[config.mk]
export PLATFORM = sky130hd
export DESIGN_NAME = charge_stage_timer_status
export DESIGN_NICKNAME = d
export VERILOG_FILES = /design/src/logic/tick_gen.v /design/src/logic/charge_stage_timer_status.v
export VERILOG_INCLUDE_DIRS = /design/src /design/src/shared
export SDC_FILE = /design/constraint.sdc
export NUM_CORES = 1
export LEC_CHECK = 0
export BUFFER_PORTS_ARGS = -buffer_cell sky130_fd_sc_hd__buf_2
export CAP_MARGIN = 20
export CORE_ASPECT_RATIO = 0.8
export CORE_MARGIN = 1.5
export CORE_UTILIZATION = 40
export DETAILED_ROUTE_END_ITERATION = 12
export GPL_TIMING_DRIVEN = 0
export SYNTH_ARGS = -nofsm -noshare
export SYNTH_HDL_FRONTEND = slang
export SYNTH_SLANG_ARGS = --single-unit
[constraint.sdc]
create_clock -name i_clk -period 12.4 [get_ports i_clk]
set_input_delay 1.24 -clock i_clk [delete_from_list [all_inputs] [get_ports i_clk]]
set_output_delay 1.24 -clock i_clk [all_outputs]
set_load 0.005 [all_outputs]
[src/shared/charge_regs.vh]
// charge_regs.vh: register offsets, field positions, reset values and timing figures
// assumes: included by bare name from the charge sequencer design files
`ifndef CHARGE_REGS_VH
`define CHARGE_REGS_VH

// register byte offsets
`define REG_CTRL_OFS      8'h00
`define REG_STATUS_OFS    8'h04
`define REG_TIMER_OFS     8'h08

// control fields
`define CTRL_HOURS_LSB    0
`define CTRL_HOURS_MSB    4
`define CTRL_RESET_VAL    5'h03

// status fields
`define STAT_STATE_LSB    0
`define STAT_STATE_MSB    7
`define STAT_TIMER_EN     8
`define STAT_CV_REG       9
`define STAT_OUT_ON       10
`define STAT_RECHARGE     11

// cc duration range in hours for the value written to the control register
`define CC_HOURS_MIN      5'h02
`define CC_HOURS_MAX      5'h10

// timing figures in their own units
`define CLK_MHZ           125
`define TICK_US           100
`define GND_PULSE_US      300
`define PRE_MINUTES       45
`define CC_FIXED_HOURS    3
`define CV_HOURS          3
`define TOPOFF_MINUTES    45
`define HOLD_SECONDS      22
`define US_PER_S          1000000

// axi answers
`define RESP_OKAY         2'h0
`define RESP_SLVERR       2'h2

`endif

[src/logic/tick_gen.v]
// tick_gen.v: single timebase that emits one-cycle ticks for all stage timing
// assumes: one clock, synchronous clock enable, asynchronous active-low reset
`timescale 1ns/10ps

module tick_gen #(
  parameter TICK_CYC = 12500
) (
  // clock and reset
  input  wire i_clk,
  input  wire i_rst_n,
  input  wire i_ce,
  // tick out
  output reg  o_tick
);

  reg [31:0] cnt_q;

  // free-running divider, pulse on wrap
  always @(posedge i_clk or negedge i_rst_n) begin
    if (!i_rst_n) begin
      cnt_q  <= 32'h0000_0000;
      o_tick <= 1'b0;
    end else if (i_ce) begin
      if (cnt_q >= TICK_CYC - 1) begin
        cnt_q  <= 32'h0000_0000;
        o_tick <= 1'b1;
      end else begin
        cnt_q  <= cnt_q + 32'h0000_0001;
        o_tick <= 1'b0;
      end
    end
  end

endmodule // tick_gen

[src/logic/charge_stage_timer_status.v]
// charge_stage_timer_status.v: charge cycle sequencer, stage timers, status pins
// assumes: comparator and pin-state inputs are synchronous to i_clk; AXI4-Lite slave
//
// How it works
// RULE1 - precharge not passed in 45 min: fault
// RULE2 - precharge timeout runs even with timer off
// RULE3 - crossing precharge threshold restarts timer for cc
// RULE4 - cc duration elapses before target: fault
// RULE5 - no cc fault timer when timer disabled
// RULE6 - cc duration fixed 3h or 2..16h programmed
// RULE7 - at target: clear timer, 3h cv timer
// RULE8 - terminate on low current or cv expiry
// RULE9 - timer enabled: 45 min top-off, then monitor
// RULE10 - pin grounded: no timer, terminate straight to monitor
// RULE11 - ground pulse in cc restarts cc timer
// RULE12 - ground pulse in top-off ends cycle now
// RULE13 - temperature fault freezes timer, resumes later
// RULE14 - status pins open-drain, low when asserted
// RULE15 - source-present asserted when input supply valid
// RULE16 - indicator on while charging, off otherwise
// RULE17 - indicator stays 22 s after termination
// RULE18 - automatic recharge leaves indicator released
// RULE19 - fault: indicator asserted, source-present released
// RULE20 - no valid supply: both pins released
// RULE21 - current regulation until 7mV above target
// RULE22 - back to current when 5% over
// RULE23 - disable input: output off, timer cleared
// RULE24 - no battery: timer off, cleared on return
// RULE25 - one timebase; transitions on next tick
//
// Implementation choices: the placing of the registers and register access over AXI4-Lite.
`timescale 1ns/10ps
`include "charge_regs.vh"

module charge_stage_timer_status #(
  parameter TICK_CYC   = `TICK_US * `CLK_MHZ,
  parameter GND_CYC    = `GND_PULSE_US * `CLK_MHZ,
  parameter TPS        = `US_PER_S / `TICK_US,
  parameter PRE_TICKS  = `PRE_MINUTES * 60 * TPS,
  parameter HOUR_TICKS = 3600 * TPS,
  parameter TOP_TICKS  = `TOPOFF_MINUTES * 60 * TPS,
  parameter HOLD_TICKS = `HOLD_SECONDS * TPS
) (
  // clock, reset, enable
  input  wire        i_clk,
  input  wire        i_rst_n,
  input  wire        i_ce,
  // analog comparator results
  input  wire        i_vin_valid,
  input  wire        i_en_disabled,
  input  wire        i_no_battery,
  input  wire        i_temp_fault,
  input  wire        i_iprog_short,
  input  wire        i_vbat_above_pre,
  input  wire        i_vbat_at_target,
  input  wire        i_vbat_above_transition,
  input  wire        i_vbat_below_recharge,
  input  wire        i_iout_below_term,
  input  wire        i_iout_above_fast,
  // timer programming pin state
  input  wire        i_timer_pin_gnd,
  input  wire        i_timer_pin_vsys,
  // charger output control
  output reg         o_output_on,
  output reg         o_cv_regulation,
  // open-drain status pins
  output reg         o_source_present_n_o,
  output reg         o_source_present_n_oe,
  output reg         o_charging_indicator_n_o,
  output reg         o_charging_indicator_n_oe,
  // axi4-lite write address and data
  input  wire [7:0]  s_axi_awaddr,
  input  wire        s_axi_awvalid,
  output reg         s_axi_awready,
  input  wire [31:0] s_axi_wdata,
  input  wire [3:0]  s_axi_wstrb,
  input  wire        s_axi_wvalid,
  output reg         s_axi_wready,
  // axi4-lite write response
  output reg  [1:0]  s_axi_bresp,
  output reg         s_axi_bvalid,
  input  wire        s_axi_bready,
  // axi4-lite read
  input  wire [7:0]  s_axi_araddr,
  input  wire        s_axi_arvalid,
  output reg         s_axi_arready,
  output reg  [31:0] s_axi_rdata,
  output reg  [1:0]  s_axi_rresp,
  output reg         s_axi_rvalid,
  input  wire        s_axi_rready
);

  // one-hot states
  localparam [7:0] ST_IDLE  = 8'h01;
  localparam [7:0] ST_PRE   = 8'h02;
  localparam [7:0] ST_CC    = 8'h04;
  localparam [7:0] ST_CV    = 8'h08;
  localparam [7:0] ST_TOP   = 8'h10;
  localparam [7:0] ST_MON   = 8'h20;
  localparam [7:0] ST_FAULT = 8'h40;
  localparam [7:0] ST_NOBAT = 8'h80;

  reg  [7:0]  state_q;
  reg  [31:0] timer_q;
  reg  [31:0] hold_q;
  reg  [31:0] gnd_cnt_q;
  reg         gnd_pulse_q;
  reg         timer_en_q;
  reg         recharge_q;
  reg  [4:0]  hours_q;
  reg  [7:0]  aw_addr_q;
  reg         aw_got_q;
  reg  [31:0] w_data_q;
  reg  [3:0]  w_strb_q;
  reg         w_got_q;
  wire        tick;
  wire        pulse_seen;
  wire        pulse_take;
  wire        timing;
  wire        charging;
  wire        temp_hold;
  wire [4:0]  hours_c;
  wire [31:0] cc_limit;

  // shared timebase
  tick_gen #(
    .TICK_CYC (TICK_CYC)
  ) u_tick (
    .i_clk   (i_clk),
    .i_rst_n (i_rst_n),
    .i_ce    (i_ce),
    .o_tick  (tick)
  ); // RULE25

  // stage and condition decode
  assign charging  = |(state_q & (ST_PRE | ST_CC | ST_CV | ST_TOP));
  assign temp_hold = i_temp_fault & charging;
  assign timing    = charging & ~temp_hold; // RULE13
  assign hours_c   = (hours_q < `CC_HOURS_MIN) ? `CC_HOURS_MIN :
                     (hours_q > `CC_HOURS_MAX) ? `CC_HOURS_MAX : hours_q;
  assign cc_limit  = i_timer_pin_vsys ? `CC_FIXED_HOURS * HOUR_TICKS :
                     hours_c * HOUR_TICKS; // RULE6

  // release after a long enough ground marks a host pulse
  assign pulse_seen = ~i_timer_pin_gnd & (gnd_cnt_q >= GND_CYC);
  assign pulse_take = tick & gnd_pulse_q & ~pulse_seen;

  // ground pulse width measurement, set wins over consume
  always @(posedge i_clk or negedge i_rst_n) begin
    if (!i_rst_n) begin
      gnd_cnt_q   <= 32'h0000_0000;
      gnd_pulse_q <= 1'b0;
    end else if (i_ce) begin
      if (!i_timer_pin_gnd)
        gnd_cnt_q <= 32'h0000_0000;
      else if (gnd_cnt_q < GND_CYC)
        gnd_cnt_q <= gnd_cnt_q + 32'h0000_0001;
      if (pulse_seen)
        gnd_pulse_q <= 1'b1;
      else if (pulse_take)
        gnd_pulse_q <= 1'b0;
    end
  end

  // charge cycle sequencer with stage timer
  always @(posedge i_clk or negedge i_rst_n) begin
    if (!i_rst_n) begin
      state_q    <= ST_IDLE;
      timer_q    <= 32'h0000_0000;
      hold_q     <= 32'h0000_0000;
      timer_en_q <= 1'b0;
      recharge_q <= 1'b0;
    end else if (i_ce) begin
      if (tick && hold_q != 32'h0000_0000)
        hold_q <= hold_q - 32'h0000_0001;
      if (!i_vin_valid || i_en_disabled) begin
        state_q <= ST_IDLE; // RULE23
        timer_q <= 32'h0000_0000; // RULE23
        hold_q  <= 32'h0000_0000;
      end else if (tick && charging && i_no_battery) begin
        state_q <= ST_NOBAT; // RULE24
        timer_q <= 32'h0000_0000; // RULE24
      end else if (tick) begin
        if (timing)
          timer_q <= timer_q + 32'h0000_0001; // RULE25
        case (state_q)
          ST_IDLE: begin
            timer_q <= 32'h0000_0000;
            if (i_no_battery) begin
              state_q <= ST_NOBAT;
            end else begin
              state_q    <= ST_PRE;
              recharge_q <= 1'b0;
              timer_en_q <= ~i_timer_pin_gnd;
            end
          end
          ST_NOBAT: begin
            timer_q <= 32'h0000_0000; // RULE24
            if (!i_no_battery)
              state_q <= ST_IDLE; // RULE24
          end
          ST_PRE: begin
            if (i_iprog_short) begin
              state_q <= ST_FAULT; // RULE19
            end else if (i_vbat_above_pre) begin
              state_q <= ST_CC;
              timer_q <= 32'h0000_0000; // RULE3
            end else if (timing && timer_q + 32'h0000_0001 >= PRE_TICKS) begin
              state_q <= ST_FAULT; // RULE1 RULE2
            end
          end
          ST_CC: begin
            if (i_iprog_short) begin
              state_q <= ST_FAULT;
            end else if (i_vbat_at_target) begin
              state_q <= ST_CV;
              timer_q <= 32'h0000_0000; // RULE7
            end else if (timer_en_q && gnd_pulse_q) begin
              timer_q <= 32'h0000_0000; // RULE11
            end else if (timer_en_q && timing && timer_q + 32'h0000_0001 >= cc_limit) begin
              state_q <= ST_FAULT; // RULE4 RULE5
            end
          end
          ST_CV: begin
            if (i_iprog_short) begin
              state_q <= ST_FAULT;
            end else if (timing && (i_iout_below_term || (timer_en_q &&
                         timer_q + 32'h0000_0001 >= `CV_HOURS * HOUR_TICKS))) begin
              timer_q <= 32'h0000_0000; // RULE8
              hold_q  <= recharge_q ? 32'h0000_0000 : HOLD_TICKS; // RULE17
              state_q <= timer_en_q ? ST_TOP : ST_MON; // RULE9 RULE10
            end
          end
          ST_TOP: begin
            if (gnd_pulse_q) begin
              state_q <= ST_MON; // RULE12
              timer_q <= 32'h0000_0000;
            end else if (timing && timer_q + 32'h0000_0001 >= TOP_TICKS) begin
              state_q <= ST_MON; // RULE9
              timer_q <= 32'h0000_0000;
            end
          end
          ST_MON: begin
            timer_q <= 32'h0000_0000;
            if (i_no_battery) begin
              state_q <= ST_NOBAT;
            end else if (i_vbat_below_recharge) begin
              state_q    <= ST_PRE;
              recharge_q <= 1'b1; // RULE18
              timer_en_q <= ~i_timer_pin_gnd;
            end
          end
          ST_FAULT: begin
            timer_q <= timer_q;
          end
          default: begin
            state_q <= ST_IDLE;
          end
        endcase
      end
    end
  end

  // logical cc/cv regulation switch
  always @(posedge i_clk or negedge i_rst_n) begin
    if (!i_rst_n) begin
      o_cv_regulation <= 1'b0;
      o_output_on     <= 1'b0;
    end else if (i_ce) begin
      o_output_on <= (charging & ~temp_hold) | (state_q == ST_NOBAT); // RULE13 RULE24
      if (!(charging || state_q == ST_NOBAT))
        o_cv_regulation <= 1'b0;
      else if (state_q == ST_TOP || state_q == ST_NOBAT)
        o_cv_regulation <= 1'b1;
      else if (o_cv_regulation && i_iout_above_fast)
        o_cv_regulation <= 1'b0; // RULE22
      else if (i_vbat_above_transition)
        o_cv_regulation <= 1'b1; // RULE21
    end
  end

  // open-drain status pins, only ever pulled low
  always @(posedge i_clk or negedge i_rst_n) begin
    if (!i_rst_n) begin
      o_source_present_n_o      <= 1'b0;
      o_source_present_n_oe     <= 1'b0;
      o_charging_indicator_n_o  <= 1'b0;
      o_charging_indicator_n_oe <= 1'b0;
    end else if (i_ce) begin
      o_source_present_n_o     <= 1'b0; // RULE14
      o_charging_indicator_n_o <= 1'b0; // RULE14
      if (!i_vin_valid) begin
        o_source_present_n_oe     <= 1'b0; // RULE20
        o_charging_indicator_n_oe <= 1'b0; // RULE20
      end else if (!i_en_disabled && (state_q == ST_FAULT || temp_hold ||
                   (i_iprog_short && charging))) begin
        o_source_present_n_oe     <= 1'b0; // RULE19
        o_charging_indicator_n_oe <= 1'b1; // RULE19
      end else begin
        o_source_present_n_oe     <= 1'b1; // RULE15
        o_charging_indicator_n_oe <= ~i_en_disabled & ~recharge_q &
          ((|(state_q & (ST_PRE | ST_CC | ST_CV))) ||
           (hold_q != 32'h0000_0000 && (state_q == ST_TOP || state_q == ST_MON)));
        // RULE16 RULE17 RULE18
      end
    end
  end

  // axi write channel: address and data taken in either order
  always @(posedge i_clk or negedge i_rst_n) begin
    if (!i_rst_n) begin
      s_axi_awready <= 1'b1;
      s_axi_wready  <= 1'b1;
      s_axi_bvalid  <= 1'b0;
      s_axi_bresp   <= `RESP_OKAY;
      aw_got_q      <= 1'b0;
      w_got_q       <= 1'b0;
      aw_addr_q     <= 8'h00;
      w_data_q      <= 32'h0000_0000;
      w_strb_q      <= 4'h0;
      hours_q       <= `CTRL_RESET_VAL;
    end else if (i_ce) begin
      if (s_axi_awvalid && s_axi_awready) begin
        aw_addr_q     <= s_axi_awaddr;
        aw_got_q      <= 1'b1;
        s_axi_awready <= 1'b0;
      end
      if (s_axi_wvalid && s_axi_wready) begin
        w_data_q     <= s_axi_wdata;
        w_strb_q     <= s_axi_wstrb;
        w_got_q      <= 1'b1;
        s_axi_wready <= 1'b0;
      end
      if (aw_got_q && w_got_q && !s_axi_bvalid) begin
        s_axi_bvalid <= 1'b1;
        aw_got_q     <= 1'b0;
        w_got_q      <= 1'b0;
        if (aw_addr_q[7:2] == `REG_CTRL_OFS >> 2) begin
          s_axi_bresp <= `RESP_OKAY;
          if (w_strb_q[0])
            hours_q <= w_data_q[`CTRL_HOURS_MSB:`CTRL_HOURS_LSB];
        end else if (aw_addr_q[7:2] == `REG_STATUS_OFS >> 2 ||
                     aw_addr_q[7:2] == `REG_TIMER_OFS >> 2) begin
          s_axi_bresp <= `RESP_OKAY;
        end else begin
          s_axi_bresp <= `RESP_SLVERR;
        end
      end
      if (s_axi_bvalid && s_axi_bready) begin
        s_axi_bvalid  <= 1'b0;
        s_axi_awready <= 1'b1;
        s_axi_wready  <= 1'b1;
      end
    end
  end

  // axi read channel, one cycle to answer
  always @(posedge i_clk or negedge i_rst_n) begin
    if (!i_rst_n) begin
      s_axi_arready <= 1'b1;
      s_axi_rvalid  <= 1'b0;
      s_axi_rdata   <= 32'h0000_0000;
      s_axi_rresp   <= `RESP_OKAY;
    end else if (i_ce) begin
      if (s_axi_arvalid && s_axi_arready) begin
        s_axi_arready <= 1'b0;
        s_axi_rvalid  <= 1'b1;
        s_axi_rresp   <= `RESP_OKAY;
        case (s_axi_araddr[7:2])
          `REG_CTRL_OFS >> 2:   s_axi_rdata <= {27'h000_0000, hours_q};
          `REG_STATUS_OFS >> 2: s_axi_rdata <= {20'h0_0000, recharge_q, o_output_on,
                                                o_cv_regulation, timer_en_q, state_q};
          `REG_TIMER_OFS >> 2:  s_axi_rdata <= timer_q;
          default: begin
            s_axi_rdata <= 32'h0000_0000;
            s_axi_rresp <= `RESP_SLVERR;
          end
        endcase
      end else if (s_axi_rvalid && s_axi_rready) begin
        s_axi_rvalid  <= 1'b0;
        s_axi_arready <= 1'b1;
      end
    end
  end

endmodule // charge_stage_timer_status

==> impl_results.md, run 1 <==
* Status: finished, final reports clean
* RSZ-0062 raised after global routing: false
* DIE AREA at 0.03142 mm²
* Drt initial violations at 965
* Setup TNS at 0 ps
* Post-CTS Hold Fix Bufs at 0
* Avg Inst Size Synth at 9.159 µm²
* Pin count of the biggest net entering global routing at just over 100
* Root Buffer: clkbuf_16
* Worst slew pin tran at 1080 ps
* Clock skew at 17.32 ps
* Clock-pin slew on the worst setup and hold paths at 60 ps
* Final Net Count at 1560
* Area share of the largest cell type after synthesis at between 40% and 50%
* Avg WL per Cell at 18.52 µm
* Final wirelength at 34490 µm
* PwrDens at 146.5 mW/mm²
* F_max at 0.1454 GHz
* Vias in the first global route at 9945
* CP max FO at 6
* CTS sink count at 202
* Post-synth EDFFs at 0
* Synthesized area at 0.01215 mm²
* # Post-CTS Setup Buffers at 0
* Worst skew pair latency at 530 ps
* Die Ht at 158.9 µm
* H-tree depth at 1
* Overflow after GRT at 0
* Pwr Total at 2.056 mW
* Worst min path class: reg2reg
* DP Worst Slack at approximately 5600 ps
* Seq/Total Area, Yosys at between 40% and 50%
* Vias/cell at roughly 5.7
* WP data required at about 13000 ps
* Antenna violations before repair at 1
* Routability cong. at between 0.9 and 1
* Gate Count Post-Synth at approximately 1300
* CP endpoint kind: flip-flop
* Ys async rst share at 100.0%
* Fin crit period at 6877 ps
* Area leader, netlist: dfrtp_1
* Static Leak at 6.563 nW
* Ys flop type: dfrtp_1
* CP Launch Type: flip-flop
* Synth warn at 0
* IO Pins at 120
* Finished Cell Area at 0.01403 mm²
* Share of cells above drive strength 1 at 13.94%
* Vias at 10534
* Detail Placement HPWL at 25130 µm
* CTS resizes at 0
* Placeable Area at approximately 0.030 mm²
* Main area contributors after synthesis: dfrtp_1 40%, ha_1 4.7%, nor2_1 4.4%, nand2_1 3.5%, o21ai_0 3.1%
* Tot GR Track Use at 22.11%
* Starting density of the core at between 40 and 50%
* Placement-stage cell area at 0.01311 mm²
* # DRC at 0
* ANT cells at 0
* Max-Cap Viols at 0
* Final core utilization at 47.46%
* Num CTS Buffers at 24
* Die width at between 150 and 200 µm
* Final hold vios at 0
* CTS tree: done
* WS Path Type: reg2reg
* First-pass GRT wire length at 55410 µm
* Pre-Repair DR Iteration Count at 5
* Final worst setup slack at roughly 5500 ps
* Worst EP arrival at 7290 ps
* Area Overhead vs Synth at 15.54%
* Num rows at 56
* Slew Limit Fails at 0
* Yosys reg bits at roughly 200
* Clock buffer depth at 3
* Post-DRT Antenna Nets at 0
* Cell variety after synth at 92
* Relative slew margins at 27.34%
* Maximum VDD drop at 117.0 µV
* # setup viols final at 0
* # port buffers at 80
* Period utilisation layout at between 50% and 60%
## worst paths after layout
| check | startpoint | end | slack, ps | cells after the start |
|---|---|---|---|---|
| max | hours_q[1] | state_q[6] | 5520 | 26 |
| max reg2reg | hours_q[1] | state_q[6] | 5520 | 26 |
| max in group asynchronous | i_rst_n | gnd_cnt_q[19] | 10650 | 2 |
| min in group asynchronous | i_rst_n | w_data_q[2] | 770 | 1 |
| min reg2reg | s_axi_rdata[7] | s_axi_rdata[7] | 480 | 2 |
| min | s_axi_rdata[7] | s_axi_rdata[7] | 480 | 2 |
## logic make-up after synthesis
logic type	count (synthesis)	share of synthesized area, %
other cells	2	0.06183
buf+inv	119	4.296
mux	28	2.617
xor+xnor	59	4.317
flops	202	41.68
fa+ha+maj	49	5.233
compound gates	347	19.84
simple gates	520	21.95
## final cells by class
class / count / area, µm²
buffer: 72 / 342.8
clock buffer: 33 / 735.7
clock inverter: 11 / 186.4
fill: 2885 / 15540
inverter: 47 / 178.9
multi-input combinational: 1010 / 6580
sequential: 202 / 5062
tap: 406 / 508.0
timing repair buffer: 81 / 437.9
## placed cells by master, fill, tap and decap left out, drive strengths merged, types with 33 or more instances in the layout
cell and instances:
a22o 40, inv 47, dfrtp 196, a31oi 34, nand2 113, ha 46, nand4 35, nor2 142
nand3 48, buf 104, a21oi 58, o21ai 79, xor2 33, clkbuf 82
## flip-flops by register name (all words and copies together), names as in the netlist, 5 cells and up
signal and count:
hours_q 5, timer_q 32, s_axi_rdata 32, gnd_cnt_q 32, hold_q 32, w_data_q 5
state_q 8, u_tick.cnt_q 32, aw_addr_q 6
## through the flow
stage                     cells  hold WS [ps]
after floorplan            1331         451.1
after global placement     1817         463.2
after detailed placement   1818         472.7
after CTS                  1862         486.7
after global routing       1862         508.4
final                      1862         479.5
## layer usage
layer | GRT usage (%) | vias up | routed length (µm)
met4 | 5.274 | 2 | 709
li1 | - | 5079 | -
met5 | 0 | - | 13
met1 | 35.01 | 5105 | 17360
met3 | 4.864 | 46 | 2617
met2 | 29.87 | 302 | 13790
## power breakdown
part	switching, mW	internal, mW
sequential	0.0675	0.732
combinational	0.261	0.183
clock	0.296	0.518
## cell usage after synthesis, types with 18 or more instances
master / number
mux2_2: 18
a21oi_1: 56
nand2_1: 112
nor3_1: 30
a31oi_1: 34
nor4_1: 28
a22o_1: 40
nand4_1: 33
dfrtp_1: 196
xor2_1: 33
o21ai_0: 76
inv_1: 45
ha_1: 46
clkbuf_1: 49
xnor2_1: 25
and3_1: 20
nand3_1: 48
nor2_1: 142
## worst max-delay path, stage by stage (launching register included)
cell      delay, ps
dfstp_2         550
nor3_1           50
nor3b_1         800
inv_1           160
fa_1            440
inv_1            60
ha_1            240
nand2b_1        110
nor2_1           80
o211a_1         220
o21a_1          180
a21o_1          180
a21o_1          190
o211a_1         240
or3_1           300
a21oi_1         280
ha_1            310
a21o_1          190
a21o_1          170
a21oi_1         180
a21boi_0        110
o21a_1          180
o221ai_1        460
a21oi_1         140
o211ai_1        440
a21oi_4         170
mux2_4          330
Power figures use the tool's default switching activity.
==> run 2, diff against run 1 <==
clock period = 6.65 ns   (was 12.4 ns; I/O delays follow)
==> run 2 against run 1 <==
  * Final cell count about the same
  * Combinational power up 88%
  * Clock-buffer cell count unchanged
  * Routed wire length down 0.16%
  * Highest routed layer unchanged
  * Cell area up 0.17%
  * Sequential power up 86%
  * Utilization up 0.080 points
  * Hold slack worse by 280 ps
  * Non-clock buffer count up 1
==> impl_results.md, run 2 (synthesized netlist as in run 1, its figures left out) <==
* Antenna violations before repair at 1 (unchanged)
* RSZ-0062 raised after global routing: false
* Period utilisation layout at 93.31% (+38 points)
* Max-Cap Viols at 0 (unchanged)
* Overflow after GRT at 0 (unchanged)
* IO Pins at 120 (unchanged)
* ANT cells at 0 (unchanged)
* Slew Limit Fails at 0 (unchanged)
* Tot GR Track Use at 22.11% (unchanged)
* H-tree depth at 1 (unchanged)
* DIE AREA at 0.03142 mm² (unchanged)
* Post-DRT Antenna Nets at 0 (unchanged)
* # port buffers at 80 (unchanged)
* CP max FO at 6 (unchanged)
* Die Ht at 158.9 µm (unchanged)
* DP Worst Slack at -104.4 ps (-5750 ps)
* Final worst setup slack at 445.0 ps (-5078 ps)
* Num rows at 56 (unchanged)
* Pin count of the biggest net entering global routing at 103 (unchanged)
* WS Path Type: reg2reg
* Placeable Area at 0.02957 mm² (unchanged)
* CP Launch Type: flip-flop
* Fin cells at 1863 (+0.054%)
* Die width at 197.8 µm (unchanged)
* F_max at 0.1612 GHz (+11%)
* Clock-pin slew on the worst setup and hold paths at 60 ps (about the same)
* Fin crit period at 6205 ps (-671.8 ps)
* Share of cells above drive strength 1 at 14.21% (+0.26 points)
* Num CTS Buffers at 24 (unchanged)
* Drt initial violations at 959 (-0.62%)
* Static Leak at 6.569 nW (+0.10%)
* Clock buffer depth at 3 (unchanged)
* Routability cong. at 0.9105 (unchanged)
* Placed insts at 1818 (unchanged)
* # setup viols final at 0 (unchanged)
* Clock skew at 18.37 ps (+1.056 ps)
* Relative slew margins at 28.00% (+0.66 points)
* Worst slew pin tran at 1070 ps (-9.851 ps)
* # DRC at 0 (unchanged)
* Vias at 10568 (+0.32%)
* Maximum VDD drop at 218.7 µV (+87%)
* Status: finished, final reports clean
* Worst skew pair latency at 540 ps (about the same)
* Vias in the first global route at 9946 (+0.010%)
* Final Net Count at 1561 (+0.064%)
* Area Overhead vs Synth at 15.73%
* CTS tree: done
* Commonest non-fill, non-tap cells in the layout: 196 x dfrtp_1, 141 x nor2_1, 112 x nand2_1
* Vias/cell at 5.673 (+0.27%)
* CTS sink count at 202 (unchanged)
* Final wirelength at 34430 µm (-0.16%)
* Worst EP arrival at 6620 ps (-670 ps)
* Worst min path class: in2async
* Root Buffer: clkbuf_16
* FILL cells at 2879 (-0.21%)
* WP data required at 7060 ps (-5750 ps)
* Final hold vios at 0 (unchanged)
* Commonest non-fill, non-tap cell in the layout: dfrtp_1
* CP endpoint kind: flip-flop
* Avg WL per Cell at 18.48 µm (-0.22%)
* Starting density of the core at 41.08% (unchanged)
* Pre-Repair DR Iteration Count at 5 (unchanged)
* PwrDens at 273.3 mW/mm² (+86%)
* Pwr Total at 3.841 mW (+87%)
* First-pass GRT wire length at 55420 µm (about the same)
* Detail Placement HPWL at 25130 µm (unchanged)
run 2: worst paths after layout:
kind	startpoint	slack, ps	end	cells past startpoint
setup reg to reg	hours_q[1]	450	state_q[6]	27
min in group i_clk	s_axi_awaddr[6]	370	aw_addr_q[6]	2
max in group asynchronous	i_rst_n	5480	state_q[0]	2
hold reg to reg	s_axi_rdata[7]	480	s_axi_rdata[7]	2
setup / recovery	hours_q[1]	450	state_q[6]	27
hold / removal	i_rst_n	200	w_data_q[2]	1
run 2: worst max-delay path, cell delays in order, from the launching register on:
cell and delay [ps]:
dfstp_2 550, nor3_1 70, nor3b_4 370, inv_1 110, fa_1 420, inv_1 60, ha_1 240, nand2b_1 110
nor2_1 80, o211a_1 220, o21a_1 180, a21o_1 180, a21o_1 190, o211a_1 230, or3_1 300, a21oi_1 280
ha_1 310, a21o_1 190, a21o_1 170, a21oi_1 180, a21boi_0 110, o21a_1 180, o221ai_1 450, a21oi_1 140
o211ai_1 200, buf_4 170, a21oi_4 90, mux2_4 310
run 2: what timing repair did:
item                                    4_1_cts  5_1_grt
endpoints found under the setup margin        3        6
hold buffers                                  0        0
setup buffers                                 0        1
pin swaps                                     0        1
gates resized for setup                       1        3
run 2: routing by layer:
metal	up-vias	global-route usage (%)	wire length, µm
met4	2	5.274	754
li1	5088	-	-
met3	51	4.864	2565
met5	-	0	13
met1	5094	35.01	17400
met2	333	29.87	13700
run 2: where the power goes:
part | internal (mW) | leakage [nW] | total (mW) | switching [mW]
clock | 0.966 | 0.457 | 1.52 | 0.550
combinational | 0.343 | 3.38 | 0.834 | 0.491
sequential | 1.36 | 2.74 | 1.49 | 0.127
total | 2.67 | 6.57 | 3.84 | 1.17
run 2: layout make-up:
| class | count | area (µm²) | share of cell area (%) |
|---|---|---|---|
| tap | 406 | 508.0 | 3.614 |
| inverter | 47 | 178.9 | 1.273 |
| clock inverter | 11 | 186.4 | 1.326 |
| multi-input combinational | 1010 | 6596 | 46.93 |
| buffer | 72 | 342.8 | 2.439 |
| clock buffer | 33 | 735.7 | 5.234 |
| timing repair buffer | 82 | 445.4 | 3.169 |
| sequential | 202 | 5062 | 36.02 |
run 2: per-stage QoR:
stage	setup TNS, ps	utilization (%)	instance area (µm²)	hold slack (ps)
2_1_floorplan	0	-	12160	369.4
4_1_cts	0	47.47	14040	235.0
3_5_place_dp	-312.9	44.34	13110	472.7
3_3_place_gp	-69.49	44.21	13070	463.2
6_report	0	47.54	14060	200.3
5_1_grt	0	47.54	14060	258.9
==> run 3, diff against run 2 <==
ABC_AREA = 1   (was default)
MAX_ROUTING_LAYER = met4   (was default)
==> run 3 against run 2 <==
  * Setup slack better by 590 ps
  * Highest routed layer is now met4
  * Total power down 12%
  * Fmax is 11% higher
  * Routed wire length up 1.4%
  * Combinational power fell by 48%
  * Critical endpoint is now state_q[2]
==> impl_results.md, run 3 <==
* Worst min path class: in2async
* H-tree depth at 1 (unchanged)
* CTS sink count at 202 (unchanged)
* Yosys reg bits at 202 (unchanged)
* Vias in the first global route at 11108 (+12%)
* CTS resizes at 0 (-1)
* Most frequent CP cell: nand2_1
* ANT cells at 0 (unchanged)
* Clock skew at 20.66 ps (+2.282 ps)
* Num rows at 58 (+3.6%)
* Worst skew pair latency at 540 ps (about the same)
* Clock buffer depth at 3 (unchanged)
* Placeable Area at 0.03135 mm² (+6.0%)
* # Post-CTS Setup Buffers at 0 (unchanged)
* Synthesized area at 0.01272 mm² (+4.7%)
* Commonest non-fill, non-tap cells in the layout: 489 x nand2_1, 227 x inv_1, 219 x nor2_1
* Seq/Total Area, Yosys at 39.81% (-1.9 points)
* Final hold vios at 0 (unchanged)
* First-pass GRT wire length at 57310 µm (+3.4%)
* Clock-pin slew on the worst setup and hold paths at 60 ps (about the same)
* Gate Count Post-Synth at 1775 (+34%)
* WS Path Type: reg2reg
* Count leader, synth: nand2_1
* Static Leak at 7.291 nW (+11%)
* Die width at 202.4 µm (+2.3%)
* Pin count of the biggest net entering global routing at 110 (+6.8%)
* Post-CTS Hold Fix Bufs at 0 (unchanged)
* Vias at 11731 (+11%)
* Max-Cap Viols at 0 (unchanged)
* Maximum VDD drop at 159.0 µV (-27%)
* Num CTS Buffers at 24 (unchanged)
* Die Ht at 162.5 µm (+2.3%)
* Share of cells above drive strength 1 at 10.02% (-4.2 points)
* RSZ-0062 raised after global routing: false
* GRT busiest layer: met1
* Pre-Repair DR Iteration Count at 5 (unchanged)
* Period utilisation layout at 84.41% (-8.9 points)
* IO Pins at 120 (unchanged)
* Starting density of the core at 40.57% (-0.51 points)
* Clock power frac at 45.6% (+6.1 points)
* Avg Inst Size Synth at 7.165 µm² (-22%)
* Area of the multi-input gates at 0.006585 mm² (-0.17%)
* Power Internal at 2.471 mW (-7.5%)
* Ys flop type: dfrtp_1
* # DRC at 0 (unchanged)
* Vias/cell at 5.043 (-11%)
* Fin cells at 2326 (+25%)
* Final worst setup slack at 1037 ps (+591.5 ps)
* WP data required at 7060 ps (about the same)
* Combinational Power Share at 12.9% (-8.8 points)
* Detail Placement HPWL at 26700 µm (+6.2%)
* Fin crit period at 5614 ps (-591.5 ps)
* Tot GR Track Use at 22.15% (+0.044 points)
* Ys async rst share at 100.0% (unchanged)
* Met3 Usage GRT at 4.122% (-0.74 points)
* Setup TNS at 0 ps (unchanged)
* Final wirelength at 34930 µm (+1.4%)
* CP endpoint kind: flip-flop
* Area share of the largest cell type after synthesis at 38.57% (-1.8 points)
* Post-synth EDFFs at 0 (unchanged)
* Drt initial violations at 940 (-2.0%)
* Post-DRT Antenna Nets at 0 (unchanged)
* CP Launch Type: flip-flop
* # port buffers at 81 (+1.3%)
* Antenna violations before repair at 0 (-1)
* Root Buffer: clkbuf_16
* CP max stage delay at 500 ps (-50 ps)
* M1 GR Usage at 32.54% (-2.5 points)
* GR Layer Usage met2 at 31.83% (+2.0 points)
* Area Overhead vs Synth at 15.11%
* Sequential power share at 41.5% (+2.7 points)
* CP max FO at 9 (+3)
* FILL cells at 3277 (+14%)
* Sw Pwr at 903.6 µW (-23%)
* Worst slew pin tran at 987.9 ps (-82.19 ps)
* Worst EP arrival at 6020 ps (-600 ps)
* Final Net Count at 2010 (+29%)
* F_max at 0.1781 GHz (+11%)
* Placed insts at 2282 (+26%)
* WHS at 139.0 ps (-61.28 ps)
* Sw Share at 26.77% (-3.6 points)
* Slew Limit Fails at 0 (unchanged)
* Relative slew margins at 33.53% (+5.5 points)
* Avg WL per Cell at 15.02 µm (-19%)
* DIE AREA at 0.03288 mm² (+4.6%)
* PwrDens at 230.5 mW/mm² (-16%)
* Area leader, netlist: dfrtp_1
* CTS tree: done
* Slowest stage cell, crit path: fa_1
* # setup viols final at 0 (unchanged)
* Status: finished, final reports clean
* Routability cong. at 0.9252 (+1.6%)
* Cell variety after synth at 51 (-45%)
* DP Worst Slack at 1127 ps (+1231 ps)
* Commonest non-fill, non-tap cell in the layout: nand2_1
* Synth warn at 0 (unchanged)
* Overflow after GRT at 0 (unchanged)
* Seq. cell area at 0.005062 mm² (unchanged)
* Most frequent cells after synthesis: 489 x nand2_1, 227 x inv_1, 219 x nor2_1, 196 x dfrtp_1, 103 x nand3_1
* Main area contributors after synthesis: dfrtp_1 39%, nand2_1 14%, inv_1 6.7%, nor2_1 6.5%, ha_1 4.5%
## run 3: cell types whose count changed in the layout (fill, tap and decap cells not counted), sizes merged, moves of 24 or more
| cell | change |
|---|---|
| nor2 | +93 |
| o22ai | +28 |
| nand2 | +392 |
| nand3 | +58 |
| a22o | -39 |
| inv | +184 |
| a31oi | -31 |
| xnor2 | -24 |
## run 3: cells by family (layout without fill, tap and decap cells)
family,count (synthesis),in the layout,synth area share [%]
adders and majority gates,49,49,4.998
AOI/OAI and AO/OA,249,249,11.12
DFF,202,202,39.81
xor gates and xnor gates,44,44,3.148
buffers and inverters,279,405,8.560
and+or+nand+nor,950,950,32.31
other,2,7,0.05905
## run 3: worst paths after layout
kind | start | end | slack (ps) | depth (start not counted)
setup / recovery | hours_q[4] | state_q[2] | 1040 | 34
hold / removal | i_rst_n | gnd_cnt_q[14] | 140 | 1
setup reg to reg | hours_q[4] | state_q[2] | 1040 | 34
hold reg to reg | s_axi_rdata[5] | s_axi_rdata[5] | 470 | 2
max in group asynchronous | i_rst_n | s_axi_rdata[26] | 5530 | 2
min in group i_clk | s_axi_wstrb[0] | w_strb_q[0] | 340 | 3
## run 3: per-layer routing
metal / part of all wire (%) / up-vias
met1: 52 / 5420
met3: 6.2 / 38
met4: 1.5 / 0
li1: - / 5974
met5: 0 / -
met2: 41 / 299
## run 3: cell type report
class | count | area share (%)
Clock inverter | 16 | 1.897
Multi-Input combinational cell | 1299 | 44.98
Sequential cell | 202 | 34.58
Buffer | 48 | 1.513
Timing Repair Buffer | 82 | 3.026
Inverter | 231 | 5.923
Clock buffer | 28 | 4.487
Tap cell | 420 | 3.590
## run 3: critical path, delay by kind of cell (launching register included)
family | cells | cell delay (ps)
simple gates | 23 | 3130
fa+ha+maj | 3 | 1160
compound gates | 4 | 500
flops | 1 | 430
buf+inv | 4 | 290
## run 3: through the flow
step | util (%) | cell area, µm² | power, mW
3_5_place_dp | 43.71 | 13700 | 1.860
5_1_grt | 46.70 | 14640 | 3.533
3_3_place_gp | 43.59 | 13670 | 1.842
2_1_floorplan | - | 12740 | 1.692
6_report | 46.70 | 14640 | 3.375
4_1_cts | 46.70 | 14640 | 3.419
## run 3: power groups by stage
stage               clock network (mW)  logic [mW]  registers [mW]
floorplan                            0       0.284            1.41
global placement                     0       0.422            1.42
detailed placement                   0       0.438            1.42
CTS                               1.58       0.439            1.40
global route                      1.62       0.497            1.41
finish                            1.54       0.434            1.40
